<file path="src/tirpa_defines.svh">
`ifndef TIRPA_DEFINES_SVH
`define TIRPA_DEFINES_SVH

// ----------------------------------------------------------------------
// channel and character layout
// ----------------------------------------------------------------------
`define TIRPA_NUM_CH          4
`define TIRPA_DATA_W          8
`define TIRPA_CTRL_W          2
`define TIRPA_CHAR_W          10
`define TIRPA_BIT_CTRL0       8
`define TIRPA_BIT_CTRL1       9
`define TIRPA_CHAN_A          0

// ----------------------------------------------------------------------
// phase-align buffer geometry and reset values
// ----------------------------------------------------------------------
`define TIRPA_BUF_DEPTH       4
`define TIRPA_PTR_W           2
`define TIRPA_CNT_W           3
`define TIRPA_BUF_FULL        3'h4
`define TIRPA_BUF_EMPTY       3'h0
`define TIRPA_BUF_CENTRE_PTR  2'h2
`define TIRPA_BUF_CENTRE_CNT  3'h2
`define TIRPA_PTR_ZERO        2'h0
`define TIRPA_PTR_ONE         2'h1
`define TIRPA_CNT_ONE         3'h1

`endif

</file>
<file path="src/tirpa_pkg.sv">
package tirpa_pkg;

`include "tirpa_defines.svh"

// ----------------------------------------------------------------------
// three-level select codes and reset sequencing states
// ----------------------------------------------------------------------
typedef enum logic [1:0] {
	TIRPA_LVL_LOW  = 2'h0,
	TIRPA_LVL_MID  = 2'h1,
	TIRPA_LVL_HIGH = 2'h2
} tirpa_lvl_t;

typedef enum logic [1:0] {
	TIRPA_ST_INIT = 2'h1,
	TIRPA_ST_RUN  = 2'h2
} tirpa_state_t;

// ----------------------------------------------------------------------
// captured character, delivered character, synchronised pins
// ----------------------------------------------------------------------
typedef struct packed {
	logic                      spc_sel;
	logic                      parity;
	logic [`TIRPA_CHAR_W-1:0]  bits;
} tirpa_cap_t;

typedef struct packed {
	logic                      fill;
	logic                      encode;
	logic                      spc_sel;
	logic                      parity;
	logic [`TIRPA_CHAR_W-1:0]  bits;
} tirpa_char_t;

typedef struct packed {
	logic [`TIRPA_NUM_CH-1:0]                     ch_clk;
	logic                                         ref_clk;
	logic                                         trst_n;
	logic                                         drst_n;
	logic [`TIRPA_NUM_CH-1:0][`TIRPA_DATA_W-1:0]  data;
	logic [`TIRPA_NUM_CH-1:0][`TIRPA_CTRL_W-1:0]  ctrl;
	logic [`TIRPA_NUM_CH-1:0]                     par;
	logic                                         spc_sel;
	logic [1:0]                                   mode_hi;
	logic [1:0]                                   mode_lo;
	logic [1:0]                                   cksel;
	logic                                         rate;
} tirpa_pins_t;

endpackage

</file>
<file path="src/tirpa_buffer.sv">
`timescale 1ns/1ps
`include "tirpa_defines.svh"

module tirpa_buffer (
	input  wire logic                   clk,
	input  wire logic                   rst,
	input  wire logic                   init,
	input  wire logic                   wr_en,
	input  wire tirpa_pkg::tirpa_cap_t  wr_data,
	input  wire logic                   rd_en,
	output tirpa_pkg::tirpa_cap_t       rd_data,
	output logic                        err
);

	// ------------------------------------------------------------------
	// storage and pointers
	// ------------------------------------------------------------------
	tirpa_pkg::tirpa_cap_t        mem_reg  [`TIRPA_BUF_DEPTH];
	tirpa_pkg::tirpa_cap_t        mem_next [`TIRPA_BUF_DEPTH];
	logic [`TIRPA_PTR_W-1:0]      wr_ptr_reg;
	logic [`TIRPA_PTR_W-1:0]      wr_ptr_next;
	logic [`TIRPA_PTR_W-1:0]      rd_ptr_reg;
	logic [`TIRPA_PTR_W-1:0]      rd_ptr_next;
	logic [`TIRPA_CNT_W-1:0]      cnt_reg;
	logic [`TIRPA_CNT_W-1:0]      cnt_next;
	logic                         err_reg;
	logic                         err_next;
	logic                         do_wr;
	logic                         do_rd;

	always_comb begin
		mem_next    = mem_reg;
		wr_ptr_next = wr_ptr_reg;
		rd_ptr_next = rd_ptr_reg;
		cnt_next    = cnt_reg;
		err_next    = err_reg;
		do_rd       = rd_en && (cnt_reg != `TIRPA_BUF_EMPTY);
		do_wr       = wr_en && ((cnt_reg != `TIRPA_BUF_FULL) || do_rd);
		if (init) begin
			// pointers half a depth apart, idle characters preloaded
			for (int k = 0; k < `TIRPA_BUF_DEPTH; k++) begin
				mem_next[k] = '0;
			end
			wr_ptr_next = `TIRPA_BUF_CENTRE_PTR;
			rd_ptr_next = `TIRPA_PTR_ZERO;
			cnt_next    = `TIRPA_BUF_CENTRE_CNT;
			err_next    = 1'h0;
		end else begin
			if (do_wr) begin
				mem_next[wr_ptr_reg] = wr_data;
				wr_ptr_next          = wr_ptr_reg + `TIRPA_PTR_ONE;
			end
			if (do_rd) begin
				rd_ptr_next = rd_ptr_reg + `TIRPA_PTR_ONE;
			end
			if (do_wr && !do_rd) begin
				cnt_next = cnt_reg + `TIRPA_CNT_ONE;
			end else if (!do_wr && do_rd) begin
				cnt_next = cnt_reg - `TIRPA_CNT_ONE;
			end
			// drift beyond the margin either way is sticky until init
			if ((wr_en && !do_wr) || (rd_en && !do_rd)) begin
				err_next = 1'h1;
			end
		end
	end

	always_ff @(posedge clk or posedge rst) begin
		if (rst) begin
			for (int k = 0; k < `TIRPA_BUF_DEPTH; k++) begin
				mem_reg[k] <= '0;
			end
			wr_ptr_reg <= `TIRPA_BUF_CENTRE_PTR;
			rd_ptr_reg <= `TIRPA_PTR_ZERO;
			cnt_reg    <= `TIRPA_BUF_CENTRE_CNT;
			err_reg    <= 1'h0;
		end else begin
			mem_reg    <= mem_next;
			wr_ptr_reg <= wr_ptr_next;
			rd_ptr_reg <= rd_ptr_next;
			cnt_reg    <= cnt_next;
			err_reg    <= err_next;
		end
	end

	assign rd_data = mem_reg[rd_ptr_reg];
	assign err     = err_reg;

endmodule // tirpa_buffer

</file>
<file path="src/tirpa_top.sv">
`timescale 1ns/1ps
`include "tirpa_defines.svh"


module tirpa_top (
	input  wire logic                                         clk,
	input  wire logic                                         rst,
	input  wire logic                                         chan_a_input_clock,
	input  wire logic [`TIRPA_NUM_CH-2:0]                     chan_bcd_input_clock,
	input  wire logic                                         reference_clock,
	input  wire logic                                         tx_path_reset_n,
	input  wire logic                                         device_reset_n,
	input  wire logic [`TIRPA_NUM_CH-1:0][`TIRPA_DATA_W-1:0]  tx_data_in,
	input  wire logic [`TIRPA_NUM_CH-1:0][`TIRPA_CTRL_W-1:0]  tx_ctrl_in,
	input  wire logic [`TIRPA_NUM_CH-1:0]                     tx_odd_parity_in,
	input  wire logic                                         special_char_select,
	input  wire logic [3:0]                                   tx_mode_select,
	input  wire logic [1:0]                                   tx_clock_select,
	input  wire logic                                         tx_rate_select,
	output tirpa_pkg::tirpa_char_t [`TIRPA_NUM_CH-1:0]        tx_char_out,
	output logic                                              tx_char_valid,
	output logic [`TIRPA_NUM_CH-1:0]                          tx_error_flag,
	output logic                                              tx_buf_active
);

	// ------------------------------------------------------------------
	// decode helpers
	// ------------------------------------------------------------------
	function automatic logic lvl_is(input logic [1:0] code,
		input tirpa_pkg::tirpa_lvl_t lvl);
		lvl_is = (code == lvl);
	endfunction

	function automatic tirpa_pkg::tirpa_char_t mk_char(
		input tirpa_pkg::tirpa_cap_t cap,
		input logic                  sc,
		input logic                  fill,
		input logic                  enc,
		input logic                  sc_used);
		mk_char.fill   = fill;
		mk_char.encode = enc;
		mk_char.spc_sel = sc_used & sc;
		mk_char.parity = cap.parity;
		mk_char.bits   = cap.bits;
	endfunction

	// ------------------------------------------------------------------
	// pin synchroniser
	// ------------------------------------------------------------------
	tirpa_pkg::tirpa_pins_t  pins_raw;
	tirpa_pkg::tirpa_pins_t  pins_s1_reg;
	tirpa_pkg::tirpa_pins_t  pins_s1_next;
	tirpa_pkg::tirpa_pins_t  pins_s2_reg;
	tirpa_pkg::tirpa_pins_t  pins_s2_next;
	logic [`TIRPA_NUM_CH-1:0] ch_clk_prev_reg;
	logic [`TIRPA_NUM_CH-1:0] ch_clk_prev_next;
	logic                     ref_prev_reg;
	logic                     ref_prev_next;

	always_comb begin
		pins_raw.ch_clk  = {chan_bcd_input_clock, chan_a_input_clock};
		pins_raw.ref_clk = reference_clock;
		pins_raw.trst_n  = tx_path_reset_n;
		pins_raw.drst_n  = device_reset_n;
		pins_raw.data    = tx_data_in;
		pins_raw.ctrl    = tx_ctrl_in;
		pins_raw.par     = tx_odd_parity_in;
		pins_raw.spc_sel = special_char_select;
		pins_raw.mode_hi = tx_mode_select[3:2];
		pins_raw.mode_lo = tx_mode_select[1:0];
		pins_raw.cksel   = tx_clock_select;
		pins_raw.rate    = tx_rate_select;
	end

	always_comb begin
		pins_s1_next     = pins_raw;
		pins_s2_next     = pins_s1_reg;
		ch_clk_prev_next = pins_s2_reg.ch_clk;
		ref_prev_next    = pins_s2_reg.ref_clk;
	end

	always_ff @(posedge clk or posedge rst) begin
		if (rst) begin
			pins_s1_reg     <= '0;
			pins_s2_reg     <= '0;
			ch_clk_prev_reg <= '0;
			ref_prev_reg    <= 1'h0;
		end else begin
			pins_s1_reg     <= pins_s1_next;
			pins_s2_reg     <= pins_s2_next;
			ch_clk_prev_reg <= ch_clk_prev_next;
			ref_prev_reg    <= ref_prev_next;
		end
	end

	// ------------------------------------------------------------------
	// clock edges and mode decode
	// ------------------------------------------------------------------
	logic [`TIRPA_NUM_CH-1:0] ch_rise;
	logic                     ref_rise;
	logic                     ref_fall;
	logic                     bypass;
	logic                     char_stb;
	logic                     encode_on;
	logic                     special_char_select_on;

	always_comb begin
		ch_rise   = pins_s2_reg.ch_clk & ~ch_clk_prev_reg;
		ref_rise  = pins_s2_reg.ref_clk & ~ref_prev_reg;
		ref_fall  = ~pins_s2_reg.ref_clk & ref_prev_reg;
		bypass    = lvl_is(pins_s2_reg.cksel, tirpa_pkg::TIRPA_LVL_LOW)
			&& !pins_s2_reg.rate;
		char_stb  = ref_rise || (pins_s2_reg.rate && ref_fall);
		encode_on = !lvl_is(pins_s2_reg.mode_hi,
			tirpa_pkg::TIRPA_LVL_LOW);
		special_char_select_on  = encode_on && !lvl_is(pins_s2_reg.mode_lo,
			tirpa_pkg::TIRPA_LVL_HIGH);
	end

	// ------------------------------------------------------------------
	// transmit reset sequencing
	// ------------------------------------------------------------------
	tirpa_pkg::tirpa_state_t  state_reg;
	tirpa_pkg::tirpa_state_t  state_next;
	logic                     chan_a_rise;
	logic                     buf_init;

	always_comb begin
		chan_a_rise = ch_rise[`TIRPA_CHAN_A];
		state_next  = state_reg;
		unique case (state_reg)
			tirpa_pkg::TIRPA_ST_INIT: begin
				// release fixes the present input phase as the centre
				if (chan_a_rise && pins_s2_reg.trst_n
					&& pins_s2_reg.drst_n) begin
					state_next = tirpa_pkg::TIRPA_ST_RUN;
				end
			end
			tirpa_pkg::TIRPA_ST_RUN: begin
				if (!pins_s2_reg.drst_n) begin
					state_next = tirpa_pkg::TIRPA_ST_INIT;
				end else if (chan_a_rise && !pins_s2_reg.trst_n) begin
					state_next = tirpa_pkg::TIRPA_ST_INIT;
				end
			end
		endcase
		buf_init = (state_reg == tirpa_pkg::TIRPA_ST_INIT)
			|| !pins_s2_reg.drst_n;
	end

	always_ff @(posedge clk or posedge rst) begin
		if (rst) begin
			state_reg <= tirpa_pkg::TIRPA_ST_INIT;
		end else begin
			state_reg <= state_next;
		end
	end

	// ------------------------------------------------------------------
	// input registers and phase-align buffers
	// ------------------------------------------------------------------
	tirpa_pkg::tirpa_cap_t [`TIRPA_NUM_CH-1:0] cap_reg;
	tirpa_pkg::tirpa_cap_t [`TIRPA_NUM_CH-1:0] cap_next;
	logic [`TIRPA_NUM_CH-1:0]                  cap_v_reg;
	logic [`TIRPA_NUM_CH-1:0]                  cap_v_next;
	tirpa_pkg::tirpa_cap_t [`TIRPA_NUM_CH-1:0] rd_data;
	logic [`TIRPA_NUM_CH-1:0]                  buf_err;
	logic                                      rd_en;

	assign rd_en = char_stb && !bypass && !buf_init;

	generate
		for (genvar i = 0; i < `TIRPA_NUM_CH; i++) begin : g_ch
			logic cap_stb;

			always_comb begin
				unique case (pins_s2_reg.cksel)
					tirpa_pkg::TIRPA_LVL_LOW:
						cap_stb = char_stb;
					tirpa_pkg::TIRPA_LVL_MID:
						cap_stb = chan_a_rise;
					default:
						cap_stb = ch_rise[i];
				endcase
				cap_next[i]   = cap_reg[i];
				cap_v_next[i] = cap_stb;
				if (cap_stb) begin
					cap_next[i].bits[`TIRPA_DATA_W-1:0] =
						pins_s2_reg.data[i];
					cap_next[i].bits[`TIRPA_BIT_CTRL0] =
						pins_s2_reg.ctrl[i][0];
					cap_next[i].bits[`TIRPA_BIT_CTRL1] =
						pins_s2_reg.ctrl[i][1];
					cap_next[i].parity = pins_s2_reg.par[i];
					cap_next[i].spc_sel = pins_s2_reg.spc_sel;
				end
			end

			always_ff @(posedge clk or posedge rst) begin
				if (rst) begin
					cap_reg[i]   <= '0;
					cap_v_reg[i] <= 1'h0;
				end else begin
					cap_reg[i]   <= cap_next[i];
					cap_v_reg[i] <= cap_v_next[i];
				end
			end

			tirpa_buffer u_buf (
				.clk     (clk),
				.rst     (rst),
				.init    (buf_init),
				.wr_en   (cap_v_reg[i] && !bypass && !buf_init),
				.wr_data (cap_reg[i]),
				.rd_en   (rd_en),
				.rd_data (rd_data[i]),
				.err     (buf_err[i])
			);
		end
	endgenerate

	// ------------------------------------------------------------------
	// character output stage
	// ------------------------------------------------------------------
	tirpa_pkg::tirpa_char_t [`TIRPA_NUM_CH-1:0] out_reg;
	tirpa_pkg::tirpa_char_t [`TIRPA_NUM_CH-1:0] out_next;
	logic                                       out_v_reg;
	logic                                       out_v_next;
	logic [`TIRPA_NUM_CH-1:0]                   err_reg;
	logic [`TIRPA_NUM_CH-1:0]                   err_next;
	logic                                       active_reg;
	logic                                       active_next;
	logic                                       sc_common;

	always_comb begin
		out_next    = out_reg;
		out_v_next  = 1'h0;
		active_next = !bypass;
		// channel A's select governs every channel of the cycle
		sc_common   = bypass ? cap_reg[`TIRPA_CHAN_A].spc_sel
			: rd_data[`TIRPA_CHAN_A].spc_sel;
		for (int i = 0; i < `TIRPA_NUM_CH; i++) begin
			err_next[i] = !bypass && buf_err[i];
			if (bypass && cap_v_reg[`TIRPA_CHAN_A]) begin
				out_next[i] = mk_char(cap_reg[i], sc_common, 1'h0,
					encode_on, special_char_select_on);
			end else if (rd_en) begin
				out_next[i] = mk_char(rd_data[i], sc_common, buf_err[i],
					encode_on, special_char_select_on);
			end
		end
		if (bypass) begin
			out_v_next = cap_v_reg[`TIRPA_CHAN_A];
		end else begin
			out_v_next = rd_en;
		end
	end

	always_ff @(posedge clk or posedge rst) begin
		if (rst) begin
			out_reg    <= '0;
			out_v_reg  <= 1'h0;
			err_reg    <= '0;
			active_reg <= 1'h0;
		end else begin
			out_reg    <= out_next;
			out_v_reg  <= out_v_next;
			err_reg    <= err_next;
			active_reg <= active_next;
		end
	end

	assign tx_char_out   = out_reg;
	assign tx_char_valid = out_v_reg;
	assign tx_error_flag = err_reg;
	assign tx_buf_active = active_reg;

endmodule // tirpa_top

</file>
<file path="config.mk">
export PLATFORM = sky130hd
export DESIGN_NAME = tirpa_top
export DESIGN_NICKNAME = d
export VERILOG_FILES = /design/src/tirpa_pkg.sv /design/src/tirpa_buffer.sv /design/src/tirpa_top.sv
export VERILOG_INCLUDE_DIRS = /design/src
export SDC_FILE = /design/constraint.sdc
export NUM_CORES = 1
export LEC_CHECK = 0
export BUFFER_PORTS_ARGS = -buffer_cell sky130_fd_sc_hd__buf_2
export CORE_MARGIN = 3
export CORE_UTILIZATION = 60
export CTS_CLUSTER_SIZE = 24
export DETAILED_ROUTE_END_ITERATION = 12
export HOLD_SLACK_MARGIN = 0.03
export PLACE_DENSITY = 0.79
export SLEW_MARGIN = 20
export SYNTH_ARGS = -nofsm -noshare
export SYNTH_HDL_FRONTEND = slang
export SYNTH_SLANG_ARGS = --single-unit
</file>
<file path="constraint.sdc">
create_clock -name clk -period 18.83 [get_ports clk]
set_input_delay 2.8245 -clock clk [delete_from_list [all_inputs] [get_ports clk]]
set_output_delay 2.8245 -clock clk [all_outputs]
set_load 0.05 [all_outputs]
</file>
* Word-level counts from Yosys, hierarchy flattened
Cells that the tools add are included.
Operators by class: order comparisons 12, reduce and logical (&&, ||, !) cells 98, $add $sub $neg 16, muxes and demuxes 86, equality and inequality tests 10, bitwise gates (word level) 15
Operator list (count):
- 48-bit two-way mux | 8
- 48-bit bitwise mux | 4
- 14-bit two-way mux | 8
- 12-bit binary-select mux with 2-bit select | 4
- 12-bit demux with 2-bit select | 4
- 12-bit two-way mux | 6
- 11-bit two-way mux | 6
- 1-bit logical AND | 49
- 2-bit two-way mux | 19
- 3-bit two-way mux | 12
- 2-bit nonzero test | 13
- 3-bit >= comparator (second input constant) | 8
- 2-bit NOT with 3-bit output | 8
- 3-bit nonzero test | 8
- 2-bit by 1-bit adder with 2-bit output (second input constant) | 8
- 1-bit logical NOT | 15
- 3-bit inequality test (second input constant) | 5
- 3-bit by 1-bit adder with 3-bit output (second input constant) | 4
- 3-bit by 1-bit less-than comparator with 1-bit output (second input constant) | 4
- 3-bit by 1-bit subtractor with 3-bit output (second input constant) | 4
- 1-bit two-way mux | 11
- 1-bit logical OR | 10
- 1-bit one-hot mux with 2 select lines | 3
- 4-bit AND | 1
- 9 further kinds | 15
Word-level totals: bits in registers 463, word-level logic and storage cells 379, bits of input ports 61

* Longest topological paths before layout
depth in word-level cells 14, depth in mapped cells 11, mapped depth without buffers 9

* By module
Synthesis repeated with hierarchy kept, for this count alone.
Unflattened totals: cells, all modules 1582, area total of the unflattened synthesis 19867.8 um^2
Modules (own cells, without submodules):
- tirpa_top | seq. area each 5831.8 um^2, area each 7825.0 um^2, instances 1, cells each 551
- tirpa_buffer at g_ch[3].u_buf | seq. area each 1403.8 um^2, area each 3098.0 um^2, instances 1, cells each 250
- tirpa_buffer at g_ch[0].u_buf | seq. area each 1403.8 um^2, area each 3093.0 um^2, instances 1, cells each 255
- tirpa_buffer at g_ch[2].u_buf | seq. area each 1403.8 um^2, area each 3080.5 um^2, instances 1, cells each 245
- tirpa_buffer at g_ch[1].u_buf | seq. area each 1403.8 um^2, area each 2771.4 um^2, instances 1, cells each 281

* Least setup slack after synthesis
Ideal clock, no wire load.
path kind flip-flop to output port, start reg tx_char_out[12] (netlist name), end out tx_char_out[26] in the netlist's numbering, buffers on the path 1, slack 15.065 ns, arrival time 0.941 ns, stages on the path, launching flop included 2, path through dfrtp_1 > buf_4
RTL lines:
- end: declaration | RTL line tirpa_top.sv:20 | output tirpa_pkg::tirpa_char_t [`TIRPA_NUM_CH-1:0] tx_char_out,

==> impl_metrics.tcl <==
set metrics [dict create \
    power.internal_mw 1.72 \
    start_util_pct 61.7 \
    drtIter0Drc 1534 \
    htreeDepth 2 \
    finalWirelength_mm 41.3 \
    grt_max_degree 188 \
    vias_per_cell 6.20 \
    gp_congestion 0.823 \
    rsz0062_at_grt "false" \
    met3_usage_pct 5.08 \
    globalRouteOverflowTotal 0 \
    cts_hold_buf 0 \
    synth_cells 1548 \
    fp.coreArea_mm2 0.0292 \
    setup_viol 0 \
    crit_type "in -> async" \
    startpoint_type "input pin" \
    synth_top_cell_area_share_pct 60.2 \
    die_y_um 179 \
    setup_tns_ns 0 \
    tightest_slew_ns 1.11 \
    p_sw_mw 0.818 \
    cts-root-buf "clkbuf_16" \
    fill_cells 2113 \
    grt_usage_pct 26.4 \
    synth_area_leaders "dfrtp_1, mux4_2, nand2_1" \
    post-cts-setup-buffers 0 \
    fin_skew_ns 0.0131 \
    crit_path_end_kind "asynchronous set/reset pin" \
    min_path_type "reg -> reg" \
    critPathRequiredTime_ns 19.40 \
    route.detailed.drc 0 \
    top_usage_layer "met2" \
    fmax_mhz 223 \
    synth_nets 1629 \
    cp_max_fo 187 \
    use_met1_pct 36.8 \
    ctsLongestPathBuffers 3 \
    ys.flop_type "dfrtp_1" \
    hold_viol_final 0 \
    synth_area_per_cell_um2 11.6 \
    p_leak_nw 9.20 \
    critPathArrivalTime_ns 5.04 \
    ys_warn_count 0 \
    ctsResizeCount 0 \
    antenna_found_initial 0 \
    maxSlewViolCount 0 \
    final_util_pct 69.4 \
    ios 123 \
    num_rows 62 \
    largest_reg_flops 180 \
    slowest_stage "buf_4" \
    min_period_ns 4.47 \
    synth_seq_cells 442 \
    ys_async_sr_fraction_pct 100 \
    relSlewSlack_pct 26.0 \
    nNetsFinal 1695 \
    die-area_mm2 0.0321 \
    grt_pass1_wl_mm 67.4 \
    synth_top_area_cell "dfrtp_1" \
    port_buffers 122 \
    drive_above_1_share_pct 22.5 \
    p_sw_share_pct 32.2 \
    cts-buffers-inserted 44 \
    fin_crit_sh_pct 23.8 \
    power_frac_clock_pct 34.7 \
    clock_sinks 442 \
    route.vias.total 12603 \
    grtUsageMet2_pct 42.6 \
    rrSetupSlack_ns 15.50 \
    maxCapViolCount 0 \
    drt-pass1-iter-count 6 \
    synth_edf_count 0 \
    grt_pass1_vias 12731 \
    post-synth-top-count-cell "dfrtp_1" \
    outcome "finished, final reports clean" \
    fp.dieW_um 179 \
    synthTopCellsByCount "dfrtp_1, nand2_1, o21ai_0" \
    pwr-share-comb_pct 19.4 \
    insertedDiodeCount 0 \
    cts.clk_slew.worst_paths_ns 0.06 \
    synth_area_mm2 0.0180 \
    area_growth_pct 12.3 \
    clk_latency_ns 0.55 \
    p_per_area_mw_per_mm2 126 \
    synth_seq_area_share_pct 61.5 \
    critical_path.cell_chain "buf_2 > inv_8 > buf_12 > buf_4" \
    cpPeakStageDelay_ns 0.80 \
    wl_per_cell_um 20.3 \
    synth.distinct_cells 65 \
    antenna_left 0 \
    p_seq_share_pct 45.9 \
    ir_worst_vdd_uv 109 \
    cts_tree "built" \
    dp_hpwl_mm 24.0 \
]
## kinds of logic after synthesis
kind of cell	after synthesis	synth area share (%)
buf+inv	143	3.44
mux	96	8.78
flops	442	61.5
simple gates	539	13.7
fa+ha+maj	20	1.56
compound gates	303	10.8
xor+xnor	5	0.243
## placed cells by master, fill, tap and decap left out, types with 4 or more instances in the layout
cell type / n
clkbuf_1: 14
nand4_1: 5
nor3_1: 7
mux4_2: 45
buf_2: 122
o22ai_1: 21
nor2_1: 68
mux2i_1: 5
fa_1: 4
o211ai_1: 5
buf_4: 16
a31o_2: 47
a22oi_1: 17
o21ai_0: 158
nand2_1: 228
inv_1: 19
mux2_2: 46
dfrtp_1: 433
clkbuf_8: 10
ha_1: 16
a21oi_1: 9
and3_1: 47
clkbuf_16: 45
a31oi_1: 13
dfstp_2: 9
nand3_1: 145
clkinv_2: 5
and2_1: 16
## routing by layer
metal,share of wire [%],up-vias,wire length [um]
li1,-,5588,-
met1,40,6366,16700
met2,49,554,20200
met3,7.9,95,3270
met4,2.8,0,1160
met5,0,-,0
## layout make-up
| type | instances | area (um^2) | share of cell area (%) |
|---|---|---|---|
| flip-flops and latches | 442 | 11100 | 54.7 |
| inverters | 22 | 90.1 | 0.445 |
| well taps | 384 | 480 | 2.37 |
| multi-input cells | 963 | 6340 | 31.3 |
| repair buffers | 141 | 777 | 3.84 |
| clock buffers | 69 | 1320 | 6.51 |
| clock inverters | 13 | 158 | 0.779 |
## final timing paths
kind,from,endpoint,cells past startpoint
worst max-delay path,rst,g_ch[2].u_buf.mem_reg[33],4
worst min-delay path,pins_s1_reg[25],pins_s2_reg[25],0
worst max register to register,pins_s2_reg[52],g_ch[0].u_buf.cnt_reg[2],7
worst min register to register,pins_s1_reg[25],pins_s2_reg[25],0
max in group clk,tx_char_out[12],tx_char_out[12],1
min in group asynchronous,rst,pins_s1_reg[22],2
## per-stage QoR
stage          setup slack, ns  total power [mW]  area, um^2  hold slack, ns  instances
4_1_cts                  14.16              2.55       20200           0.347       2033
6_report                 14.36              2.54       20200           0.346       2034
5_1_grt                  13.89              2.65       20200           0.347       2034
3_5_place_dp             13.56              1.67       18700           0.335       1951
2_1_floorplan             3.71              1.53       18000           0.331       1548
3_3_place_gp             13.61              1.65       18700           0.332       1951
## power groups by stage
stage / combinational [mW] / clock (mW) / sequential (mW)
2_1_floorplan: 0.274 / 0 / 1.26
3_3_place_gp: 0.480 / 0 / 1.17
3_5_place_dp: 0.490 / 0 / 1.18
4_1_cts: 0.494 / 0.894 / 1.16
5_1_grt: 0.531 / 0.935 / 1.18
6_report: 0.493 / 0.882 / 1.17
## worst max-delay path: cells and delay by family
family | cells | cell delay, ns
buf+inv | 4 | 2.00
No activity file was read; power rests on OpenSTA's default activity.
